File: src/dma_arb_regs.vh
// Constants for the data memory arbiter, paging and DMA register block.
// Included by every design file of the block; definitions only.
`ifndef DMA_ARB_REGS_VH
`define DMA_ARB_REGS_VH
// Register word offsets (byte address = index * 4)
`define DMA_OFF_RDPAGE 6'h00
`define DMA_OFF_WRPAGE 6'h01
`define DMA_OFF_PRIO 6'h02
`define DMA_OFF_MODDIS 6'h03
`define DMA_OFF_PAD0 6'h04
`define DMA_OFF_CNT0 6'h08
`define DMA_OFF_END 6'h0c
// Field layout
`define DMA_RDPAGE_W 10
`define DMA_WRPAGE_W 9
`define DMA_CNT_W 14
`define DMA_MODDIS_BIT 4
`define DMA_NCHAN 4
// Priority control encodings
`define DMA_PRIO_DEFAULT 16'h0000
`define DMA_PRIO_DMA_UP 16'h0020
// Reset values
`define DMA_RST_RDPAGE 10'h001
`define DMA_RST_WRPAGE 9'h001
`define DMA_RST_PRIO 16'h0000
`define DMA_RST_PAD 16'h0000
`define DMA_RST_CNT 14'h0000
`define DMA_RST_MODDIS 1'b0
`endif

File: src/dma_arb_eds_addr.v
// Extended data space address former for reads and writes.
// Assumes a 16-bit effective address and page registers from the register block.
`timescale 1ns/1ps
`include "dma_arb_regs.vh"
module dma_arb_eds_addr (
   // Access
   input wire [15:0] ea,
   input wire is_write,
   // Pages
   input wire [9:0] rd_page,
   input wire [8:0] wr_page,
   // Result
   output reg [23:0] eds_addr,
   output reg paged
);
   always @* begin
      eds_addr = {8'h00, ea};
      paged = 1'b0;
      if (ea[15] && is_write) begin
         eds_addr = {wr_page[8:0], ea[14:0]}; // RULE3 RULE18
         paged = 1'b1;
      end else if (ea[15] && !rd_page[9]) begin
         eds_addr = {rd_page[8:0], ea[14:0]}; // RULE2 RULE4
         paged = 1'b1;
      end
   end
endmodule

File: src/dma_arb_pick.v
// Fixed priority picker for the three data memory masters.
// Assumes request bits are held by their masters until served.
`timescale 1ns/1ps
`include "dma_arb_regs.vh"
module dma_arb_pick (
   // Requests
   input wire req_cpu,
   input wire req_dma,
   input wire req_dbg,
   // Priority control
   input wire [15:0] prio,
   // One-hot winner: bit0 cpu, bit1 dma, bit2 debugger
   output reg [2:0] win
);
   always @* begin
      win = 3'b000;
      if (prio == `DMA_PRIO_DMA_UP) begin
         if (req_dma) win = 3'b010; // RULE9 RULE11
         else if (req_cpu) win = 3'b001;
         else if (req_dbg) win = 3'b100;
      end else begin
         if (req_cpu) win = 3'b001; // RULE7 RULE8
         else if (req_dma) win = 3'b010;
         else if (req_dbg) win = 3'b100;
      end
   end
endmodule

File: src/dma_arb_top.v
// Data memory arbiter with extended data space paging and DMA channel registers.
// Assumes a classic Wishbone master, synchronous master requests, one memory port.
// Behaviour
// RULE1: Provide 10-bit read page and 9-bit write page registers.
// RULE2: Read with page bit 9 zero and EA bit 15 forms page:EA[14:0].
// RULE3: Write with EA bit 15 set forms write page:EA[14:0].
// RULE4: Upper half of base space is the paged window for linear moves.
// RULE5: Arbitrate every data memory access among CPU, DMA and debugger.
// RULE6: Grant only the top requester; others wait until it completes.
// RULE7: Default order is CPU M0, DMA M3, debugger M4.
// RULE8: Slots M1 and M2 are unused in the default order.
// RULE9: 0x0000 default; 0x0020 puts DMA over CPU, debugger last.
// RULE10: Software writes only the two defined priority encodings.
// RULE11: Raised and lowered masters keep their relative order.
// RULE12: DMA has four independent channels with their own registers.
// RULE13: DMA accesses reach all memory through the arbiter and may stall.
// RULE14: Each channel has a 16-bit peripheral address register, reset zero.
// RULE15: Each channel has a 14-bit count, upper bits read zero.
// RULE16: Software avoids channel register writes while the channel runs.
// RULE17: Module-disable bit 4 disables all channels; other bits read zero.
// RULE18: Paged addresses span a 24-bit byte space.
// RULE19: EA bit 15 clear uses the base address unpaged.
// RULE20: A waiting master keeps its request and is served later.
`timescale 1ns/1ps
`include "dma_arb_regs.vh"
module dma_arb_top (
   // Clock and reset
   input wire MCLK,
   input wire RST_B,
   // Wishbone slave
   input wire WB_CYC_I,
   input wire WB_STB_I,
   input wire WB_WE_I,
   input wire [7:0] WB_ADR_I,
   input wire [3:0] WB_SEL_I,
   input wire [31:0] WB_DAT_I,
   output reg [31:0] WB_DAT_O,
   output reg WB_ACK_O,
   // CPU master
   input wire CPU_REQ,
   input wire CPU_WE,
   input wire [15:0] CPU_EA,
   input wire [15:0] CPU_WDATA,
   output reg CPU_DONE,
   output reg [15:0] CPU_RDATA,
   // DMA master
   input wire DMA_REQ,
   input wire DMA_WE,
   input wire [15:0] DMA_EA,
   input wire [15:0] DMA_WDATA,
   output reg DMA_DONE,
   output reg [15:0] DMA_RDATA,
   // Debugger master
   input wire DBG_REQ,
   input wire DBG_WE,
   input wire [15:0] DBG_EA,
   input wire [15:0] DBG_WDATA,
   output reg DBG_DONE,
   output reg [15:0] DBG_RDATA,
   // Data memory port
   output reg MEM_REQ,
   output reg MEM_WE,
   output reg [23:0] MEM_ADDR,
   output reg [15:0] MEM_WDATA,
   input wire MEM_ACK,
   input wire [15:0] MEM_RDATA,
   // DMA channel controls and bus owner
   output reg DMA_CH_EN,
   output reg [63:0] DMA_PAD_ALL,
   output reg [55:0] DMA_CNT_ALL,
   output reg [2:0] BUS_OWNER
);
   localparam ST_IDLE = 2'b01;
   localparam ST_BUSY = 2'b10;

   reg [1:0] state_ff;
   reg [1:0] nxt_state;
   reg [9:0] rd_page_ff;
   reg [8:0] wr_page_ff;
   reg [15:0] prio_ff;
   reg moddis_ff;
   wire [63:0] pad_flat;
   wire [55:0] cnt_flat;
   reg [2:0] own_ff;
   reg [2:0] nxt_own;
   reg [31:0] rd_mux;

   wire [2:0] win;
   wire wb_req;
   wire dma_req_gated;
   reg sel_we;
   reg [15:0] sel_ea;
   reg [15:0] sel_wd;
   wire [23:0] eds_addr;

   assign wb_req = WB_CYC_I & WB_STB_I & ~WB_ACK_O;
   // Disabled channels never reach the bus
   // A finished master still requests while its done pulse stands; it must not win again
   assign dma_req_gated = DMA_REQ & ~moddis_ff & ~DMA_DONE; // RULE17 RULE13

   dma_arb_pick u_pick (
      .req_cpu(CPU_REQ & ~CPU_DONE),
      .req_dma(dma_req_gated),
      .req_dbg(DBG_REQ & ~DBG_DONE),
      .prio(prio_ff),
      .win(win)
   );

   // Address source follows the current or newly chosen owner
   always @* begin
      nxt_own = (state_ff == ST_BUSY) ? own_ff : win;
      case (nxt_own)
         3'b010: begin
            sel_we = DMA_WE;
            sel_ea = DMA_EA;
            sel_wd = DMA_WDATA;
         end
         3'b100: begin
            sel_we = DBG_WE;
            sel_ea = DBG_EA;
            sel_wd = DBG_WDATA;
         end
         default: begin
            sel_we = CPU_WE;
            sel_ea = CPU_EA;
            sel_wd = CPU_WDATA;
         end
      endcase
   end

   dma_arb_eds_addr u_addr (
      .ea(sel_ea),
      .is_write(sel_we),
      .rd_page(rd_page_ff),
      .wr_page(wr_page_ff),
      .eds_addr(eds_addr),
      .paged()
   );

   always @* begin
      nxt_state = state_ff;
      case (state_ff)
         ST_IDLE: begin
            if (win != 3'b000) nxt_state = ST_BUSY; // RULE5 RULE6
         end
         ST_BUSY: begin
            if (MEM_ACK) nxt_state = ST_IDLE; // RULE20
         end
         default: nxt_state = ST_IDLE;
      endcase
   end

   // Arbitration and memory side
   always @(posedge MCLK or negedge RST_B) begin
      if (!RST_B) begin
         state_ff <= ST_IDLE;
         own_ff <= 3'b000;
         MEM_REQ <= 1'b0;
         MEM_WE <= 1'b0;
         MEM_ADDR <= 24'h000000;
         MEM_WDATA <= 16'h0000;
         CPU_DONE <= 1'b0;
         DMA_DONE <= 1'b0;
         DBG_DONE <= 1'b0;
         CPU_RDATA <= 16'h0000;
         DMA_RDATA <= 16'h0000;
         DBG_RDATA <= 16'h0000;
         BUS_OWNER <= 3'b000;
      end else begin
         state_ff <= nxt_state;
         CPU_DONE <= 1'b0;
         DMA_DONE <= 1'b0;
         DBG_DONE <= 1'b0;
         if (state_ff == ST_IDLE && win != 3'b000) begin
            own_ff <= win; // RULE6
            BUS_OWNER <= win;
            MEM_REQ <= 1'b1;
            MEM_WE <= sel_we;
            MEM_ADDR <= eds_addr; // RULE19
            MEM_WDATA <= sel_wd;
         end else if (state_ff == ST_BUSY && MEM_ACK) begin
            MEM_REQ <= 1'b0;
            own_ff <= 3'b000;
            BUS_OWNER <= 3'b000;
            CPU_DONE <= own_ff[0];
            DMA_DONE <= own_ff[1];
            DBG_DONE <= own_ff[2];
            if (own_ff[0]) CPU_RDATA <= MEM_RDATA;
            if (own_ff[1]) DMA_RDATA <= MEM_RDATA;
            if (own_ff[2]) DBG_RDATA <= MEM_RDATA;
         end
      end
   end

   // Register read mux
   always @* begin
      rd_mux = 32'h00000000;
      case (WB_ADR_I[7:2])
         `DMA_OFF_RDPAGE: rd_mux = {22'h0, rd_page_ff};
         `DMA_OFF_WRPAGE: rd_mux = {23'h0, wr_page_ff};
         `DMA_OFF_PRIO: rd_mux = {16'h0000, prio_ff};
         `DMA_OFF_MODDIS: rd_mux = {27'h0, moddis_ff, 4'h0}; // RULE17
         default: begin
            if (WB_ADR_I[7:2] >= `DMA_OFF_PAD0 && WB_ADR_I[7:2] < `DMA_OFF_CNT0)
               rd_mux = {16'h0000, pad_flat[WB_ADR_I[3:2] * 16 +: 16]};
            else if (WB_ADR_I[7:2] >= `DMA_OFF_CNT0 && WB_ADR_I[7:2] < `DMA_OFF_END)
               rd_mux = {18'h0, cnt_flat[WB_ADR_I[3:2] * 14 +: 14]}; // RULE15
         end
      endcase
   end

   // Wishbone register writes and answer
   always @(posedge MCLK or negedge RST_B) begin
      if (!RST_B) begin
         rd_page_ff <= `DMA_RST_RDPAGE;
         wr_page_ff <= `DMA_RST_WRPAGE;
         prio_ff <= `DMA_RST_PRIO;
         moddis_ff <= `DMA_RST_MODDIS;
         WB_ACK_O <= 1'b0;
         WB_DAT_O <= 32'h00000000;
      end else begin
         WB_ACK_O <= wb_req;
         if (wb_req) WB_DAT_O <= rd_mux;
         if (wb_req && WB_WE_I) begin
            case (WB_ADR_I[7:2])
               `DMA_OFF_RDPAGE: begin
                  if (WB_SEL_I[0]) rd_page_ff[7:0] <= WB_DAT_I[7:0]; // RULE1
                  if (WB_SEL_I[1]) rd_page_ff[9:8] <= WB_DAT_I[9:8];
               end
               `DMA_OFF_WRPAGE: begin
                  if (WB_SEL_I[0]) wr_page_ff[7:0] <= WB_DAT_I[7:0]; // RULE1
                  if (WB_SEL_I[1]) wr_page_ff[8] <= WB_DAT_I[8];
               end
               `DMA_OFF_PRIO: begin
                  if (WB_SEL_I[0]) prio_ff[7:0] <= WB_DAT_I[7:0]; // RULE9
                  if (WB_SEL_I[1]) prio_ff[15:8] <= WB_DAT_I[15:8];
               end
               `DMA_OFF_MODDIS: begin
                  if (WB_SEL_I[0]) moddis_ff <= WB_DAT_I[`DMA_MODDIS_BIT]; // RULE17
               end
               default: begin
               end
            endcase
         end
      end
   end

   // Per-channel peripheral address and transfer count
   genvar ch;
   generate
      for (ch = 0; ch < `DMA_NCHAN; ch = ch + 1) begin : g_ch
         localparam [5:0] PAD_IDX = `DMA_OFF_PAD0 + ch;
         localparam [5:0] CNT_IDX = `DMA_OFF_CNT0 + ch;
         reg [15:0] pad_ff;
         reg [13:0] cnt_ff;
         wire hit_pad = wb_req && WB_WE_I && (WB_ADR_I[7:2] == PAD_IDX);
         wire hit_cnt = wb_req && WB_WE_I && (WB_ADR_I[7:2] == CNT_IDX);
         always @(posedge MCLK or negedge RST_B) begin
            if (!RST_B) begin
               pad_ff <= `DMA_RST_PAD;
               cnt_ff <= `DMA_RST_CNT;
            end else begin
               if (hit_pad && WB_SEL_I[0]) pad_ff[7:0] <= WB_DAT_I[7:0]; // RULE14
               if (hit_pad && WB_SEL_I[1]) pad_ff[15:8] <= WB_DAT_I[15:8];
               if (hit_cnt && WB_SEL_I[0]) cnt_ff[7:0] <= WB_DAT_I[7:0]; // RULE15
               if (hit_cnt && WB_SEL_I[1]) cnt_ff[13:8] <= WB_DAT_I[13:8];
            end
         end
         assign pad_flat[ch*16 +: 16] = pad_ff;
         assign cnt_flat[ch*14 +: 14] = cnt_ff;
      end
   endgenerate

   // Channel outputs, one driver for each whole vector
   always @(posedge MCLK or negedge RST_B) begin
      if (!RST_B) begin
         DMA_PAD_ALL <= {4{`DMA_RST_PAD}};
         DMA_CNT_ALL <= {4{`DMA_RST_CNT}};
         DMA_CH_EN <= 1'b0;
      end else begin
         DMA_PAD_ALL <= pad_flat; // RULE12
         DMA_CNT_ALL <= cnt_flat;
         DMA_CH_EN <= ~moddis_ff; // RULE17
      end
   end
endmodule

File: config.mk
export PLATFORM = sky130hd
export DESIGN_NAME = dma_arb_top
export DESIGN_NICKNAME = d
export VERILOG_FILES = /design/src/dma_arb_eds_addr.v /design/src/dma_arb_pick.v /design/src/dma_arb_top.v
export VERILOG_INCLUDE_DIRS = /design/src
export SDC_FILE = /design/constraint.sdc
export NUM_CORES = 1
export LEC_CHECK = 0
export ABC_AREA = 1
export BUFFER_PORTS_ARGS = -buffer_cell sky130_fd_sc_hd__buf_4
export CAP_MARGIN = 20
export CORE_MARGIN = 3
export CORE_UTILIZATION = 50
export DETAILED_ROUTE_END_ITERATION = 8
export PLACE_DENSITY = 0.77
export SYNTH_ARGS = -nofsm -noshare
export SYNTH_HDL_FRONTEND = slang
export SYNTH_SLANG_ARGS = --single-unit
export TNS_END_PERCENT = 30
File: constraint.sdc
create_clock -name MCLK -period 3.4 [get_ports MCLK]
set_clock_uncertainty 0.2 [all_clocks]
set_input_delay 0.17 -clock MCLK [delete_from_list [all_inputs] [get_ports MCLK]]
set_output_delay 0.17 -clock MCLK [all_outputs]
set_load 0.05 [all_outputs]
==> metrics.md <==
| Metric | Value |
|---|---|
| PwrDens | `767.6 nW/um^2` |
| Cell Count, Final, Fillers Out | `approximately 2,400` |
| MaxCap Viol Count | `0` |
| Setup bufs post-CTS | `0` |
| CTS tree | `built` |
| Longest Clk Path Bufs | `3` |
| Seq/Total Area, Yosys | `65.67%` |
| IO Count | `418` |
| Clk_lat worst skew | `0.54 ns` |
| Final worst path period need | `3.258 ns` |
| Post-synth EDFFs | `0` |
| Clk sinks | `392` |
| Die height | `178.9 microns` |
| DR pass1 iterations | `5` |
| Core area | `between 20,000 and 30,000 sq um` |
| Largest net degree at the start of global routing | `96` |
| Via density | `5.484` |
| Unique cell type count in the Yosys netlist | `38` |
| Placed cell area | `18,160 sq um` |
| WP data arrival | `3.53 ns` |
| CP Capture Type | `flip-flop` |
| Setup Slack @ Placement | `approximately 0.67 ns` |
| Top cell type's share of synthesized area | `between 60 and 70%` |
| Port buffer count | `381` |
| Synth Instances | `1,469` |
| HPWL Detailed | `30.10 mm` |
| Initial antenna violation count | `0` |
| Dpl cells | `2,181` |
| Crit Path Max Fanout | `31` |
| Status | `complete, no violations` |
| Layout cells sized above 1 | `26.14%` |
| DR WL/cell | `~20 microns` |
| PnR worst setup slack | `0.1420 ns` |
| Max VDD drop | `0.5987 mV` |
| CTS root buf | `clkbuf_16` |
| RSZ-0062 raised after global routing | `true` |
| Clock slew at reported path FFs | `0.06 ns` |
| Nature of the critical path startpoint | `flip-flop` |
| Final instance area | `20,660 sq um` |
| YS warnings | `0` |
| Max-slew violation count | `0` |
| GRT Util Overall | `28.12%` |
| Final Net Count | `2,118` |
| Most frequent cell after synthesis | `dfrtp_1` |
| Worst EP required | `3.67 ns` |
| H-tree Lvls | `2` |
| Cell taking the most area after synthesis | `dfrtp_1` |
| Die Area | `32,000 sq um` |
| Gp weighted congestion | `roughly 0.95` |
| First-pass GRT wire length | `70.33 mm` |
| Residual DRC | `0` |
| CP Class | `reg -> reg` |
| # fillers | `~2,000` |
| Starting density of the core | `51.37%` |
| CTS Buf Count | `a little over 40` |
| Grt ovf | `0` |
| Die X | `178.9 microns` |
| Final Hold Fails | `0` |
| Final worst-path cycle share | `95.82%` |
| F_max | `0.3069 GHz` |
| Slew margin rel. | `38.93%` |
| Post-Syn Area per Cell | `10.17 sq um` |
| Hold WC Path Type | `in -> reg` |
| Final setup fails | `0` |
| Commonest cells post-synth | `dfrtp_1 (389), nand2_1 (373), o21ai_0 (214), nor2_1 (93), inv_1 (66)` |
| Final Routed Wirelength | `46.29 mm` |
| FFs w/ async S/R, synth | `between 90% and 100%` |
| Syn-to-layout area delta | `38.27%` |
| Top_reg_cell synth | `dfrtp_1` |
| Vias in the first global route | `12,880` |
| Rows | `62` |
| Leak | `10.35 nW` |
| Synthesized area | `14,940 sq um` |
| Worst slew pin tran | `0.9151 ns` |
| 1st-iter DRT viols | `~1,400` |
| Yosys reg bits | `between 300 and 400` |
| Vias | `12,980` |
| Synth top area cells | `dfrtp_1 (65%), nand2_1 (9.4%), o21ai_0 (7.2%)` |
| Final ANT Viol Nets | `0` |
| Antenna Cells | `0` |
[state kept, by name, summed over array words and instances (netlist names), 24 cells and up]
name         flops
MEM_ADDR        24
g_ch.cnt_ff     56
DMA_CNT_ALL     56
DMA_PAD_ALL     64
g_ch.pad_ff     64
[worst paths after layout]
path                                           startpoint                         to  slack [ns]  cells after the start
max in group asynchronous                           RST_B  MEM_WDATA[10]$_DFFE_PN0P_        1.90                      4
setup reg to reg                  prio_ff[15]$_DFFE_PN0P_   MEM_WDATA[2]$_DFFE_PN0P_        0.14                     12
min in group asynchronous                           RST_B   DMA_CNT_ALL[3]$_DFF_PN0_        0.06                      2
hold reg to reg            g_ch[1].pad_ff[14]$_DFFE_PN0P_  DMA_PAD_ALL[30]$_DFF_PN0_        0.19                      0
hold / removal                                 CPU_EA[15]   MEM_ADDR[15]$_DFFE_PN0P_    0.000009                      5
setup / recovery                  prio_ff[15]$_DFFE_PN0P_   MEM_WDATA[2]$_DFFE_PN0P_        0.14                     12
[power by group]
group / switching (W) / internal, W
clock network: 0.00189 / 0.00270
logic: 0.00380 / 0.00179
registers: 0.000378 / 0.00531
[cell families (layout without fill, tap and decap cells)]
| logic type | count (synthesis) | after routing | synth area share (%) |
|---|---|---|---|
| mux | 1 | 1 | 0.07535 |
| compound gates | 373 | 373 | 14.71 |
| buf+inv | 167 | 665 | 4.756 |
| simple gates | 535 | 535 | 14.76 |
| other cells | 1 | 16 | 0.02510 |
| flops | 392 | 392 | 65.67 |
[area by class of cell]
cell class | count | area (sq um) | share of cell area [%]
well taps | 384 | 480.5 | 2.325
flip-flops and latches | 392 | 9813 | 47.50
multi-input cells | 925 | 4487 | 21.72
repair inverters | 1 | 5.005 | 0.02422
repair buffers | 517 | 4212 | 20.38
clock buffers | 53 | 1141 | 5.523
inverters | 72 | 274.0 | 1.326
clock inverters | 22 | 249.0 | 1.205
[critical path, stage by stage, from the launching register on]
cell           delay, ns
dfrtp_1             0.39
nor2_1              0.12
nand2_1             0.07
nor2_2              0.26
nand3_2             0.14
nand3_1             0.13
nand2_2             0.11
nand3_2             0.19
nand2_1             0.11
inv_2               0.46
nand2_1             0.17
a31oi_1             0.24
dlygate4sd3_1       0.58
[through the flow]
stage	hold WS, ns	setup TNS, ns	power, W	util, %
3_5_place_dp	0.05963	0	0.01074	62.44
3_3_place_gp	0.05585	0	0.01064	62.44
6_report	0.000009437	0	0.01586	71.02
4_1_cts	0.001171	0	0.01578	70.97
2_1_floorplan	-0.3256	0	0.009035	-
5_1_grt	0.01978	-0.01208	0.01650	71.02
[routing by layer]
metal	vias to the layer above	GRT usage [%]	share of wire [%]
met2	659	44.50	47
met1	6292	37.82	40
li1	5863	-	-
met4	0	12.47	4.7
met5	-	0	0
met3	161	5.739	7.9
[layout by cell type, fill, tap and decap left out, types with 5 or more instances in the layout]
cell           instances
clkinvlp_4             6
conb_1                16
a31oi_1               30
o2111ai_1              6
dfrtp_1              389
clkinv_2               9
a22o_1                11
a21oi_1               25
nand3_2                8
a22oi_1               52
a221oi_1              14
nor2_1                91
nand3_1               39
clkbuf_1               5
nor2_2                 9
clkbuf_8               7
clkbuf_16             41
buf_4                403
o21ai_0              214
dlygate4sd3_1        109
inv_1                 64
o21ai_1               10
nand2_1              373
[timing repair]
item | CTS | global route
endpoints found under the hold margin | 339 | 0
resized for setup | 0 | 2
setup endpoints to repair | 0 | 12
hold buffers | 109 | 0
(Power assumes the default switching activity.)
